--- src/rtl/clkmon_defs.svh ---
`ifndef CLKMON_DEFS_SVH
`define CLKMON_DEFS_SVH

// Clock rate and the times that the monitors measure.
`define CLK_MHZ        125
`define STOP_TIME_US   1000
`define HALT_TIME_US   1000
`define CNT_W          17
`define RATIO_W        14

// Register offsets on the control port.
`define ADDR_ROLE      8'h37
`define ADDR_P_CTRL    8'h38
`define ADDR_P_LOW     8'h39
`define ADDR_S_CTRL    8'h3A
`define ADDR_S_LOW     8'h3B
`define ADDR_STS_A     8'h3C
`define ADDR_STS_B     8'h3D

// Field positions.
`define INT_SEL_BIT    7
`define INVERT_BIT     6
`define RATIO_HI_MSB   5
`define PROLE_BIT      4
`define SROLE_BIT      3
`define STA_FRAME      7
`define STA_SRC        4
`define STA_DEM        3
`define STA_PDM        2
`define STA_STOP       1
`define STB_PRATIO     7
`define STB_SRATIO     6
`define STB_REF        5
`define STB_PRATE      4
`define STB_SRATE      3

// Reset values.
`define RST_CFG        8'h00
`define RST_STS        8'h00
`define RD_UNMAPPED    8'h00

`endif

--- src/rtl/clkmon_pkg.sv ---
`include "clkmon_defs.svh"
package clkmon_pkg;
  typedef logic [`RATIO_W-1:0] ratio_t;
  typedef logic [`CNT_W-1:0]   cnt_t;

  typedef struct packed {
    logic   ext_s1;
    logic   ext_s2;
    logic   fs_s1;
    logic   fs_s2;
    logic   gen_prev;
    logic   meas_prev;
    logic   fs_prev;
    logic   frame;
    ratio_t bit_cnt;
    ratio_t meas_cnt;
    ratio_t last_cnt;
    logic [1:0] armed;
    cnt_t   halt_cnt;
    logic   ratio_fault;
    logic   rate_fault;
  } port_state_t;

  typedef struct packed {
    logic s1;
    logic s2;
    logic prev;
    cnt_t cnt;
    logic stopped;
  } stop_state_t;

  typedef struct packed {
    logic       p_role;
    logic       s_role;
    logic [7:0] p_ctrl;
    logic [7:0] p_low;
    logic [7:0] s_ctrl;
    logic [7:0] s_low;
    logic [7:0] status_a;
    logic [7:0] status_b;
    logic [7:0] rdata;
  } top_state_t;
endpackage

--- src/rtl/port_link_if.sv ---
`timescale 1ns/1ps
interface port_link_if;
  import clkmon_pkg::*;
  logic   controller;
  logic   int_sel;
  logic   invert;
  ratio_t ratio;
  logic   frame;
  logic   ratio_fault;
  logic   rate_fault;
  modport ctrl (output controller, int_sel, invert, ratio, input frame, ratio_fault, rate_fault);
  modport unit (input controller, int_sel, invert, ratio, output frame, ratio_fault, rate_fault);
endinterface

--- src/rtl/audio_clk_monitor.sv ---
`timescale 1ns/1ps
`include "clkmon_defs.svh"
module audio_clk_monitor
  import clkmon_pkg::*;
#(
  parameter int STOP_CYCLES = `STOP_TIME_US * `CLK_MHZ,
  parameter int HALT_CYCLES = `HALT_TIME_US * `CLK_MHZ
) (
  input  wire logic       clk,
  input  wire logic       rst,
  input  wire logic       ce,
  input  wire logic [7:0] reg_addr,
  input  wire logic       reg_wr,
  input  wire logic       reg_rd,
  input  wire logic [7:0] reg_wdata,
  output logic      [7:0] reg_rdata,
  input  wire logic       primary_ext_bitclk,
  input  wire logic       primary_int_bitclk,
  input  wire logic       primary_fsync_in,
  output logic            primary_fsync_out,
  input  wire logic       secondary_ext_bitclk,
  input  wire logic       secondary_int_bitclk,
  input  wire logic       secondary_fsync_in,
  output logic            secondary_fsync_out,
  input  wire logic       audio_clk_src,
  input  wire logic       rate_conv_ratio_unsupported,
  input  wire logic       custom_ratio_mode,
  input  wire logic       element_matching_rate_bad,
  input  wire logic       mic_clock_bad,
  input  wire logic       refclk_frame_ratio_bad
);
  top_state_t  st;
  top_state_t  next_st;
  logic        clock_stopped;
  logic [7:0]  read_mux;

  port_link_if p_link ();
  port_link_if s_link ();

  // Configuration fields steer the two port units.
  assign p_link.controller = st.p_role;
  assign p_link.int_sel    = st.p_ctrl[`INT_SEL_BIT];
  assign p_link.invert     = st.p_ctrl[`INVERT_BIT];
  assign p_link.ratio      = {st.p_ctrl[`RATIO_HI_MSB:0], st.p_low};
  assign s_link.controller = st.s_role;
  assign s_link.int_sel    = st.s_ctrl[`INT_SEL_BIT];
  assign s_link.invert     = st.s_ctrl[`INVERT_BIT];
  assign s_link.ratio      = {st.s_ctrl[`RATIO_HI_MSB:0], st.s_low};

  port_frame_unit #(
    .HALT_CYCLES (HALT_CYCLES)
  ) u_primary (
    .clk      (clk),
    .rst      (rst),
    .ce       (ce),
    .ext_bclk (primary_ext_bitclk),
    .int_bclk (primary_int_bitclk),
    .fsync_in (primary_fsync_in),
    .link     (p_link.unit)
  );

  port_frame_unit #(
    .HALT_CYCLES (HALT_CYCLES)
  ) u_secondary (
    .clk      (clk),
    .rst      (rst),
    .ce       (ce),
    .ext_bclk (secondary_ext_bitclk),
    .int_bclk (secondary_int_bitclk),
    .fsync_in (secondary_fsync_in),
    .link     (s_link.unit)
  );

  clk_stop_detect #(
    .STOP_CYCLES (STOP_CYCLES)
  ) u_stop (
    .clk       (clk),
    .rst       (rst),
    .ce        (ce),
    .audio_clk (audio_clk_src),
    .stopped   (clock_stopped)
  );

  // Read decode; reserved bits and unmapped offsets read as zero.
  always_comb begin
    case (reg_addr)
      `ADDR_ROLE: begin
        read_mux = 8'h00;
        read_mux[`PROLE_BIT] = st.p_role;
        read_mux[`SROLE_BIT] = st.s_role;
      end
      `ADDR_P_CTRL: begin
        read_mux = st.p_ctrl;
      end
      `ADDR_P_LOW: begin
        read_mux = st.p_low;
      end
      `ADDR_S_CTRL: begin
        read_mux = st.s_ctrl;
      end
      `ADDR_S_LOW: begin
        read_mux = st.s_low;
      end
      `ADDR_STS_A: begin
        read_mux = st.status_a;
      end
      `ADDR_STS_B: begin
        read_mux = st.status_b;
      end
      default: begin
        read_mux = `RD_UNMAPPED;
      end
    endcase
  end

  // Register writes, status tracking and read capture in one next-state process.
  always_comb begin
    next_st = st;
    if (reg_wr) begin
      case (reg_addr)
        `ADDR_ROLE: begin
          next_st.p_role = reg_wdata[`PROLE_BIT];
          next_st.s_role = reg_wdata[`SROLE_BIT];
        end
        `ADDR_P_CTRL: begin
          next_st.p_ctrl = reg_wdata;
        end
        `ADDR_P_LOW: begin
          next_st.p_low = reg_wdata;
        end
        `ADDR_S_CTRL: begin
          next_st.s_ctrl = reg_wdata;
        end
        `ADDR_S_LOW: begin
          next_st.s_low = reg_wdata;
        end
        // Writes to the status offsets are dropped, so stray reserved values cannot stick.
        default: begin
          next_st.rdata = st.rdata;
        end
      endcase
    end
    // Flags follow their conditions every cycle; there is nothing for software to clear.
    next_st.status_a = `RST_STS;
    next_st.status_a[`STA_FRAME] = p_link.ratio_fault | s_link.ratio_fault;
    next_st.status_a[`STA_SRC]   = rate_conv_ratio_unsupported & ~custom_ratio_mode;
    next_st.status_a[`STA_DEM]   = element_matching_rate_bad;
    next_st.status_a[`STA_PDM]   = mic_clock_bad;
    next_st.status_a[`STA_STOP]  = clock_stopped;
    next_st.status_b = `RST_STS;
    next_st.status_b[`STB_PRATIO] = p_link.ratio_fault;
    next_st.status_b[`STB_SRATIO] = s_link.ratio_fault;
    next_st.status_b[`STB_REF]    = refclk_frame_ratio_bad;
    next_st.status_b[`STB_PRATE]  = p_link.rate_fault;
    next_st.status_b[`STB_SRATE]  = s_link.rate_fault;
    // Read data is captured on the strobe and holds until the next read.
    if (reg_rd) begin
      next_st.rdata = read_mux;
    end
  end

  // State register, frozen while the clock enable is low.
  always_ff @(posedge clk or posedge rst) begin
    if (rst) begin
      st <= '0;
    end else if (ce) begin
      st <= next_st;
    end
  end

  // Outputs come straight from flip-flops here or in the port units.
  assign reg_rdata           = st.rdata;
  assign primary_fsync_out   = p_link.frame;
  assign secondary_fsync_out = s_link.frame;
endmodule

--- src/rtl/port_frame_unit.sv ---
`timescale 1ns/1ps
`include "clkmon_defs.svh"
module port_frame_unit
  import clkmon_pkg::*;
#(
  parameter int HALT_CYCLES = `HALT_TIME_US * `CLK_MHZ
) (
  input  wire logic clk,
  input  wire logic rst,
  input  wire logic ce,
  input  wire logic ext_bclk,
  input  wire logic int_bclk,
  input  wire logic fsync_in,
  port_link_if.unit link
);
  port_state_t st;
  port_state_t next_st;
  logic        sel_bclk;
  logic        gen_clk;
  logic        gen_edge;
  logic        meas_edge;
  logic        fs_obs;
  logic        fs_rise;

  // Generator counts edges of the possibly inverted clock; the monitor always counts true rising edges.
  always_comb begin
    next_st        = st;
    next_st.ext_s1 = ext_bclk;
    next_st.ext_s2 = st.ext_s1;
    next_st.fs_s1  = fsync_in;
    next_st.fs_s2  = st.fs_s1;
    sel_bclk       = link.int_sel ? int_bclk : st.ext_s2;
    gen_clk        = sel_bclk ^ link.invert;
    gen_edge       = gen_clk & ~st.gen_prev;
    meas_edge      = sel_bclk & ~st.meas_prev;
    next_st.gen_prev  = gen_clk;
    next_st.meas_prev = sel_bclk;
    if (!link.controller || link.ratio == '0) begin
      next_st.bit_cnt = '0;
      next_st.frame   = 1'b0;
    end else if (gen_edge) begin
      if (st.bit_cnt >= link.ratio - 14'h1) begin
        next_st.bit_cnt = '0;
        next_st.frame   = 1'b1;
      end else begin
        next_st.bit_cnt = st.bit_cnt + 14'h1;
        next_st.frame   = 1'b0;
      end
    end
    fs_obs          = link.controller ? st.frame : st.fs_s2;
    fs_rise         = fs_obs & ~st.fs_prev;
    next_st.fs_prev = fs_obs;
    if (fs_rise) begin
      next_st.meas_cnt = {13'h0, meas_edge};
      next_st.last_cnt = st.meas_cnt;
      next_st.halt_cnt = '0;
      next_st.armed    = (st.armed == 2'h2) ? 2'h2 : st.armed + 2'h1;
      if (st.armed != 2'h0) begin
        next_st.ratio_fault = (link.ratio != '0) && (st.meas_cnt != link.ratio);
      end
      if (st.armed == 2'h2) begin
        next_st.rate_fault = (st.meas_cnt != st.last_cnt);
      end
    end else begin
      if (meas_edge && st.meas_cnt != '1) begin
        next_st.meas_cnt = st.meas_cnt + 14'h1;
      end
      // A halt is only meaningful once frames have been seen.
      if (st.armed != 2'h0) begin
        if (st.halt_cnt >= `CNT_W'(HALT_CYCLES)) begin
          next_st.rate_fault = 1'b1;
          next_st.armed      = 2'h0;
        end else begin
          next_st.halt_cnt = st.halt_cnt + `CNT_W'(1);
        end
      end
    end
  end

  // State register, frozen while the clock enable is low.
  always_ff @(posedge clk or posedge rst) begin
    if (rst) begin
      st <= '0;
    end else if (ce) begin
      st <= next_st;
    end
  end

  assign link.frame       = st.frame;
  assign link.ratio_fault = st.ratio_fault;
  assign link.rate_fault  = st.rate_fault;
endmodule

--- src/rtl/clk_stop_detect.sv ---
`timescale 1ns/1ps
`include "clkmon_defs.svh"
module clk_stop_detect
  import clkmon_pkg::*;
#(
  parameter int STOP_CYCLES = `STOP_TIME_US * `CLK_MHZ
) (
  input  wire logic clk,
  input  wire logic rst,
  input  wire logic ce,
  input  wire logic audio_clk,
  output logic      stopped
);
  stop_state_t st;
  stop_state_t next_st;

  // Any edge of the audio clock restarts the silence count and clears the flag.
  always_comb begin
    next_st      = st;
    next_st.s1   = audio_clk;
    next_st.s2   = st.s1;
    next_st.prev = st.s2;
    if (st.s2 != st.prev) begin
      next_st.cnt     = '0;
      next_st.stopped = 1'b0;
    end else if (st.cnt >= `CNT_W'(STOP_CYCLES)) begin
      next_st.stopped = 1'b1;
    end else begin
      next_st.cnt = st.cnt + `CNT_W'(1);
    end
  end

  // State register, frozen while the clock enable is low.
  always_ff @(posedge clk or posedge rst) begin
    if (rst) begin
      st <= '0;
    end else if (ce) begin
      st <= next_st;
    end
  end

  assign stopped = st.stopped;
endmodule

--- config.mk ---
export PLATFORM = sky130hd
export DESIGN_NAME = audio_clk_monitor
export DESIGN_NICKNAME = d
export VERILOG_FILES = /design/src/rtl/clkmon_pkg.sv /design/src/rtl/port_link_if.sv /design/src/rtl/audio_clk_monitor.sv /design/src/rtl/port_frame_unit.sv /design/src/rtl/clk_stop_detect.sv
export VERILOG_INCLUDE_DIRS = /design/src /design/src/rtl
export SDC_FILE = /design/constraint.sdc
export NUM_CORES = 1
export LEC_CHECK = 0
export BUFFER_PORTS_ARGS = -buffer_cell sky130_fd_sc_hd__clkbuf_2
export CAP_MARGIN = 20
export CELL_PAD_IN_SITES_DETAIL_PLACEMENT = 1
export CELL_PAD_IN_SITES_GLOBAL_PLACEMENT = 2
export CORE_MARGIN = 2
export CORE_UTILIZATION = 41
export DETAILED_ROUTE_END_ITERATION = 8
export PLACE_DENSITY = 0.91
export SLEW_MARGIN = 20
export SYNTH_ARGS = -nofsm -noshare
export SYNTH_HDL_FRONTEND = slang
export SYNTH_SLANG_ARGS = --single-unit
--- constraint.sdc ---
create_clock -name clk -period 7.72 [get_ports clk]
set_input_delay 0.386 -clock clk [delete_from_list [all_inputs] [get_ports clk]]
set_output_delay 0.386 -clock clk [all_outputs]
set_load 0.05 [all_outputs]
* Word level (Yosys, flattened, before mapping)
Index checks and enable logic that the tools add are counted.
** Storage, ports and cells
- Word-level logic and storage cells :: 179
- Input bits :: 33
- Bits in registers :: 215
** Cells by class
- Bitwise logic cells :: 17
- Eq/ne operators :: 21
- Magnitude comparators :: 5
- Muxes and demuxes :: 36
- Add/subtract/negate cells :: 11
- Reduce and logical (&&, ||, !) cells :: 45
** Operators with widths (count)
- 15-bit two-way mux :: 6
- 19-bit two-way mux :: 4
- 14-bit by 1-bit adder with 14-bit output, second input constant :: 4
- 8-bit by 6-bit equality test with 1-bit output, second input constant :: 7
- 14-bit two-way mux :: 4
- 14-bit inequality test :: 4
- 8-bit case mux with 7 select lines :: 1
- 17-bit by 1-bit adder with 17-bit output, second input constant :: 3
- 17-bit greater-or-equal comparator, second input constant :: 3
- 17-bit two-way mux :: 3
- 3-bit AND reduction :: 11
- 14-bit greater-or-equal comparator :: 2
- 14-bit zero test :: 2
- 14-bit inequality test, second input constant :: 2
- 14-bit nonzero test :: 2
- 14-bit by 1-bit subtractor with 14-bit output, second input constant :: 2
- 2-bit nonzero test :: 11
- 18-bit two-way mux :: 1
- 2-bit AND reduction :: 9
- 1-bit two-way mux :: 13
- 2-bit two-way mux :: 4
- 4-bit AND reduction :: 2
- 1-bit bitwise AND :: 7
- 1-bit inverter :: 7
- 10 further kinds :: 21

* Depth between registers and ports, before layout
- Word-level depth :: 5
- Depth in mapped cells :: 15

* Hierarchy
Synthesis repeated with hierarchy kept, for this count alone.
** Unflattened totals
- Cells, all modules :: 1365
- Area, all modules :: 12841.1 µm²
** Modules (own cells, without submodules)
- port_frame_unit at u_secondary :: instances 1, cells an instance 521, area an instance 4606.9 µm²
- port_frame_unit at u_primary :: instances 1, cells an instance 512, area an instance 4501.8 µm²
- audio_clk_monitor :: instances 1, cells an instance 199, area an instance 2519.9 µm²
- clk_stop_detect :: instances 1, cells an instance 133, area an instance 1212.4 µm²

* Worst setup path before layout
Ideal clock, no wire load.
- Kind :: register -> register
- From :: register st, in the netlist p_link.ratio[2]
- To :: register u_primary.st[57] (netlist name)
- Setup time :: 110 ps
- Clock period less this slack :: 3713 ps
- Stages on the path, launching flop included :: 16
- Setup slack :: 4007 ps
- Data arrival time :: 3603 ps
- Path through :: dfrtp_1 clkbuf_1 nor3_1 or3b_2 nor3_1 nand2b_1 nor4_1 xnor2_1 ha_1 a21oi_1 nor2b_1 o21ai_0 nor4bb_1 clkbuf_1 nand3_2 o41ai_1
** On the way
- Longest elaborated chain between the ends :: 5
- Elaborated cells on any way between the ends :: 9
- Classes of those cells :: 1 x add/sub; 1 x order compare; 3 x mux; 4 x reduce/logical
** RTL lines
- from (decl) :: RTL line audio_clk_monitor.sv:32 : top_state_t st;
- from (signal assigned) :: RTL line audio_clk_monitor.sv:167 : st <= next_st;
- 14-bit by 1-bit subtractor with 14-bit output :: RTL line port_frame_unit.sv:42 : if (st.bit_cnt >= link.ratio - 14'h1) begin
- 14-bit greater-or-equal comparator :: RTL line port_frame_unit.sv:42
- 15-bit two-way mux :: RTL line port_frame_unit.sv:42
- 15-bit two-way mux :: RTL line port_frame_unit.sv:41 : end else if (gen_edge) begin
- 15-bit two-way mux :: RTL line port_frame_unit.sv:38 : if (!link.controller || link.ratio == '0) begin
- to (signal assigned) :: RTL line port_frame_unit.sv:85 : st <= next_st;
- to (decl) :: RTL line port_frame_unit.sv:16 : port_state_t st;
Several ways; a longest one is shown, not always the timed one. The select of a mux whose other input is x is not followed.
A chain may end at the register's enable or synchronous reset.

* Worst setup path after layout
Same ends and word-level chain as after synthesis.

==> summary.md <==
| Metric | Value |
|---|---|
| Run status | `finished clean` |
| Worst IR Drop VDD | `0.151 mV` |
| Setup Buffers After CTS | `0` |
| Max-Cap Viols | `0` |
| Deepest level of the CTS H-tree | `1` |
| Crit. End Element | `flop` |
| Slowest stage delay, CP | `between 500 and 600 ps` |
| CP Cell Sequence | `nor3_1, or3b_2, nor3_1, nand2b_1, nor4_1, xnor2_1, ha_1, a21oi_1, nor2b_1, o21ai_0, nor4bb_1, buf_4, nand3_2, o41ai_1` |
| I/O Pins | `43` |
| Die X-Extent | `177 µm` |
| Critical-path top delay cell | `or3b_2` |
| Synth top area share | `43.7%` |
| Layout Cell Area excl Fill | `13600 µm²` |
| Unrepaired setup endpoints after global routing | `false` |
| Synth Cell Area | `around 12000 µm²` |
| Cell row count | `between 60 and 70` |
| Critical path class | `reg -> reg` |
| Root Driver | `clkbuf_16` |
| Wirelength per Cell | `between 15 and 20 µm` |
| Worst reg2reg path depth | `14` |
| Startpoint Class | `flop` |
| Post-synth top flop | `dfrtp_1` |
| Synth area leader | `dfrtp_1` |
| RD Place Congestion | `0.826` |
| R2R setup slack | `3610 ps` |
| #FFs+latches synth | `between 200 and 250` |
| Crit path required time | `8120 ps` |
| Fin nets | `around 1400` |
| Top post-synthesis cells by count | `215 x dfrtp_1, 174 x nand2_1, 98 x nor2_1` |
| Cells after Synth | `roughly 1300` |
| Ant diodes | `0` |
| Final hold violation count | `0` |
| Async set-reset flop share out of synthesis | `100%` |
| Worst Hold Depth | `3` |
| Avg Inst Size Synth | `roughly 9.5 µm²` |
| Worst Tran Pin Value | `around 1100 ps` |
| Grt total ovfl | `0` |
| Post-Route Setup TNS | `0 ps` |
| Cell area power density | `about 230 nW/µm²` |
| DP Area | `12700 µm²` |
| Setup Viol. Count Final | `0` |
| Crit path max-delay family | `simple AND/OR/NAND/NOR gates` |
| Reg clk slew, reported paths | `around 60 ps` |
| CTS tree | `yes` |
| Tcrit/Tclk final | `a little over half` |
| 1st-iter DRT viols | `605` |
| Die area | `about 31000 µm²` |
| Largest cells by area after synthesis | `dfrtp_1 44%, nand2_1 5.3%, mux2_2 4.9%, xor2_1 4.5%, ha_1 4.5%` |
| Synthesized net count | `roughly 1400` |
| Clock Latency Late Sink | `540 ps` |
| Via count | `9765` |
| Cell with the most instances after synthesis | `dfrtp_1` |
| Max Slew Vio Count | `0` |
| LEAKAGE | `between 0.006 and 0.007 µW` |
| Avg Vias per Cell | `approximately 5.7` |
| Worst Hold Class | `in -> reg` |
| Post-route ant nets | `0` |
| Initial antenna violation count | `0` |
| Final WL | `33.1 mm` |
| WHS Endpoint | `st[20]` |
| Die Y | `~180 µm` |
| Area grow syn2layout | `10.3%` |
| Relative slew margins | `29.0%` |
| Layout fillers | `~3400` |
| Worst Path Max Fanout | `10` |
| Post-synth EDFFs | `0` |
| Largest net degree at the start of global routing | `84` |
| Count of cell types in the netlist | `76` |
| Num CTS Buffers | `25` |
| GRT Util Overall | `around 22%` |
| DRC | `0` |
| HPWL Detailed | `23.2 mm` |
| Share of cells above drive strength 1 | `a little over an eighth` |
| Port Buf Inserts | `42` |
| Worst Skew | `15.1 ps` |
| R2r endpoint | `u_primary.st[57]` |
| Worst path bufs/invs | `1` |
| Ys Warns | `0` |
| Post-synthesis sequential area ratio | `43.7%` |
| Max clock buf depth | `3` |
| Critical Path AT | `4520 ps` |
| DRT Pass-1 Iters | `7` |
| Initial Util | `41.6%` |
| Critical path's most frequent cell | `nor3_1` |
| Vias in the first global route | `10200` |
| Layout Utilization | `45.8%` |
| Worst hold margin | `around 76 ps` |
| First-pass GRT wire length | `54.8 mm` |
| Period minus WS final | `a little over 4000 ps` |
| Reg-to-Reg Start | `p_link.ratio[2]` |
| Max Freq | `approximately 0.24 GHz` |
| Sink Count | `between 200 and 250` |
| Hold path startpoint | `rate_conv_ratio_unsupported` |
| Total core area | `just under 30000 µm²` |
-- registers in the layout, summed over array words and instances, names as in the netlist, 2 cells and up --
register,cells
u_secondary.st,66
s_link.ratio,14
st,10
u_primary.st,66
p_link.ratio,14
u_stop.next_st,2
u_secondary.next_st,2
reg_rdata,8
u_stop.st,18
u_primary.next_st,2
-- logic make-up (layout without fill, tap and decap cells) --
kind of cell	after synthesis	after routing	share of synthesized area, %
and+or+nand+nor	503	503	20.0
AOI/OAI and AO/OA	236	236	12.5
DFF	215	215	43.7
xor gates and xnor gates	119	119	8.46
buffers and inverters	118	130	4.16
muxes	66	66	6.72
adders and majority gates	44	44	4.47
-- repair_timing --
| action | CTS | global route |
|---|---|---|
| hold buffers | 2 | 0 |
| gates resized for setup | 0 | 0 |
| endpoints found under the hold margin | 82 | 0 |
-- metrics by stage --
step                instances  total power, µW  setup slack (ps)
global route             1703             3290              3280
detailed placement       1658             1920              3610
floorplan                1301             1750              1450
global placement         1658             1890              3750
finish                   1703             3120              3610
CTS                      1703             3150              3600
-- worst min-delay path, delay by kind of cell --
kind,cells,cell delay (ps)
AND/OR/NAND/NOR,1,50
buffers and inverters,1,80
AO/OA/AOI/OAI,1,50
-- layer usage --
layer  share of wire [%]  GRT usage (%)
met1                  45           28.6
met4                 2.3           5.57
met5                   0              0
met3                 2.9           2.70
met2                  49           37.1
-- area by class of cell --
class / instances / area (µm²) / share of cell area [%]
clock buffer: 34 / 709 / 5.22
clock inverter: 9 / 124 / 0.912
inverter: 34 / 135 / 0.995
multi-input combinational: 968 / 6450 / 47.5
sequential: 215 / 5380 / 39.6
tap: 390 / 488 / 3.59
timing repair buffer: 53 / 298 / 2.19
-- layout by cell type, fill, tap and decap left out, types with 5 or more instances in the layout --
cell,netlist,routed
a21o_1,8,8
a21oi_1,45,45
a22o_1,20,20
a22oi_1,5,5
a31oi_1,10,10
a41oi_1,5,5
and2_1,8,8
and3_1,16,16
and4_1,10,10
buf_4,8,9
clkbuf_16,0,25
clkbuf_2,1,42
clkbuf_8,1,5
clkinv_2,0,5
dfrtp_1,215,215
ha_1,44,44
inv_1,34,33
mux2_2,54,54
mux4_2,8,8
nand2_1,174,174
nand2b_1,7,7
nand3_1,53,53
nand4_1,47,47
nor2_1,98,97
nor2b_1,7,7
nor3_1,28,26
nor4_1,20,20
o21a_1,7,7
o21ai_0,73,73
o31ai_1,13,13
or2_2,5,5
or3_1,7,7
xnor2_1,56,56
xor2_1,63,63
-- worst max-delay path by stage --
stage	from	end	depth (start not counted)
2_1_floorplan	rst	p_link.controller	1
3_3_place_gp	s_link.ratio[0]	u_secondary.st[49]	11
3_5_place_dp	p_link.ratio[2]	u_primary.st[57]	14
4_1_cts	p_link.ratio[2]	u_primary.st[57]	14
5_1_grt	p_link.ratio[2]	u_primary.st[57]	14
6_report	p_link.ratio[2]	u_primary.st[57]	14
-- power by group --
part	internal, µW	switching (µW)
combinational	217	317
sequential	1220	142
clock	738	480
total	2180	939
(Power assumes the default switching activity.)
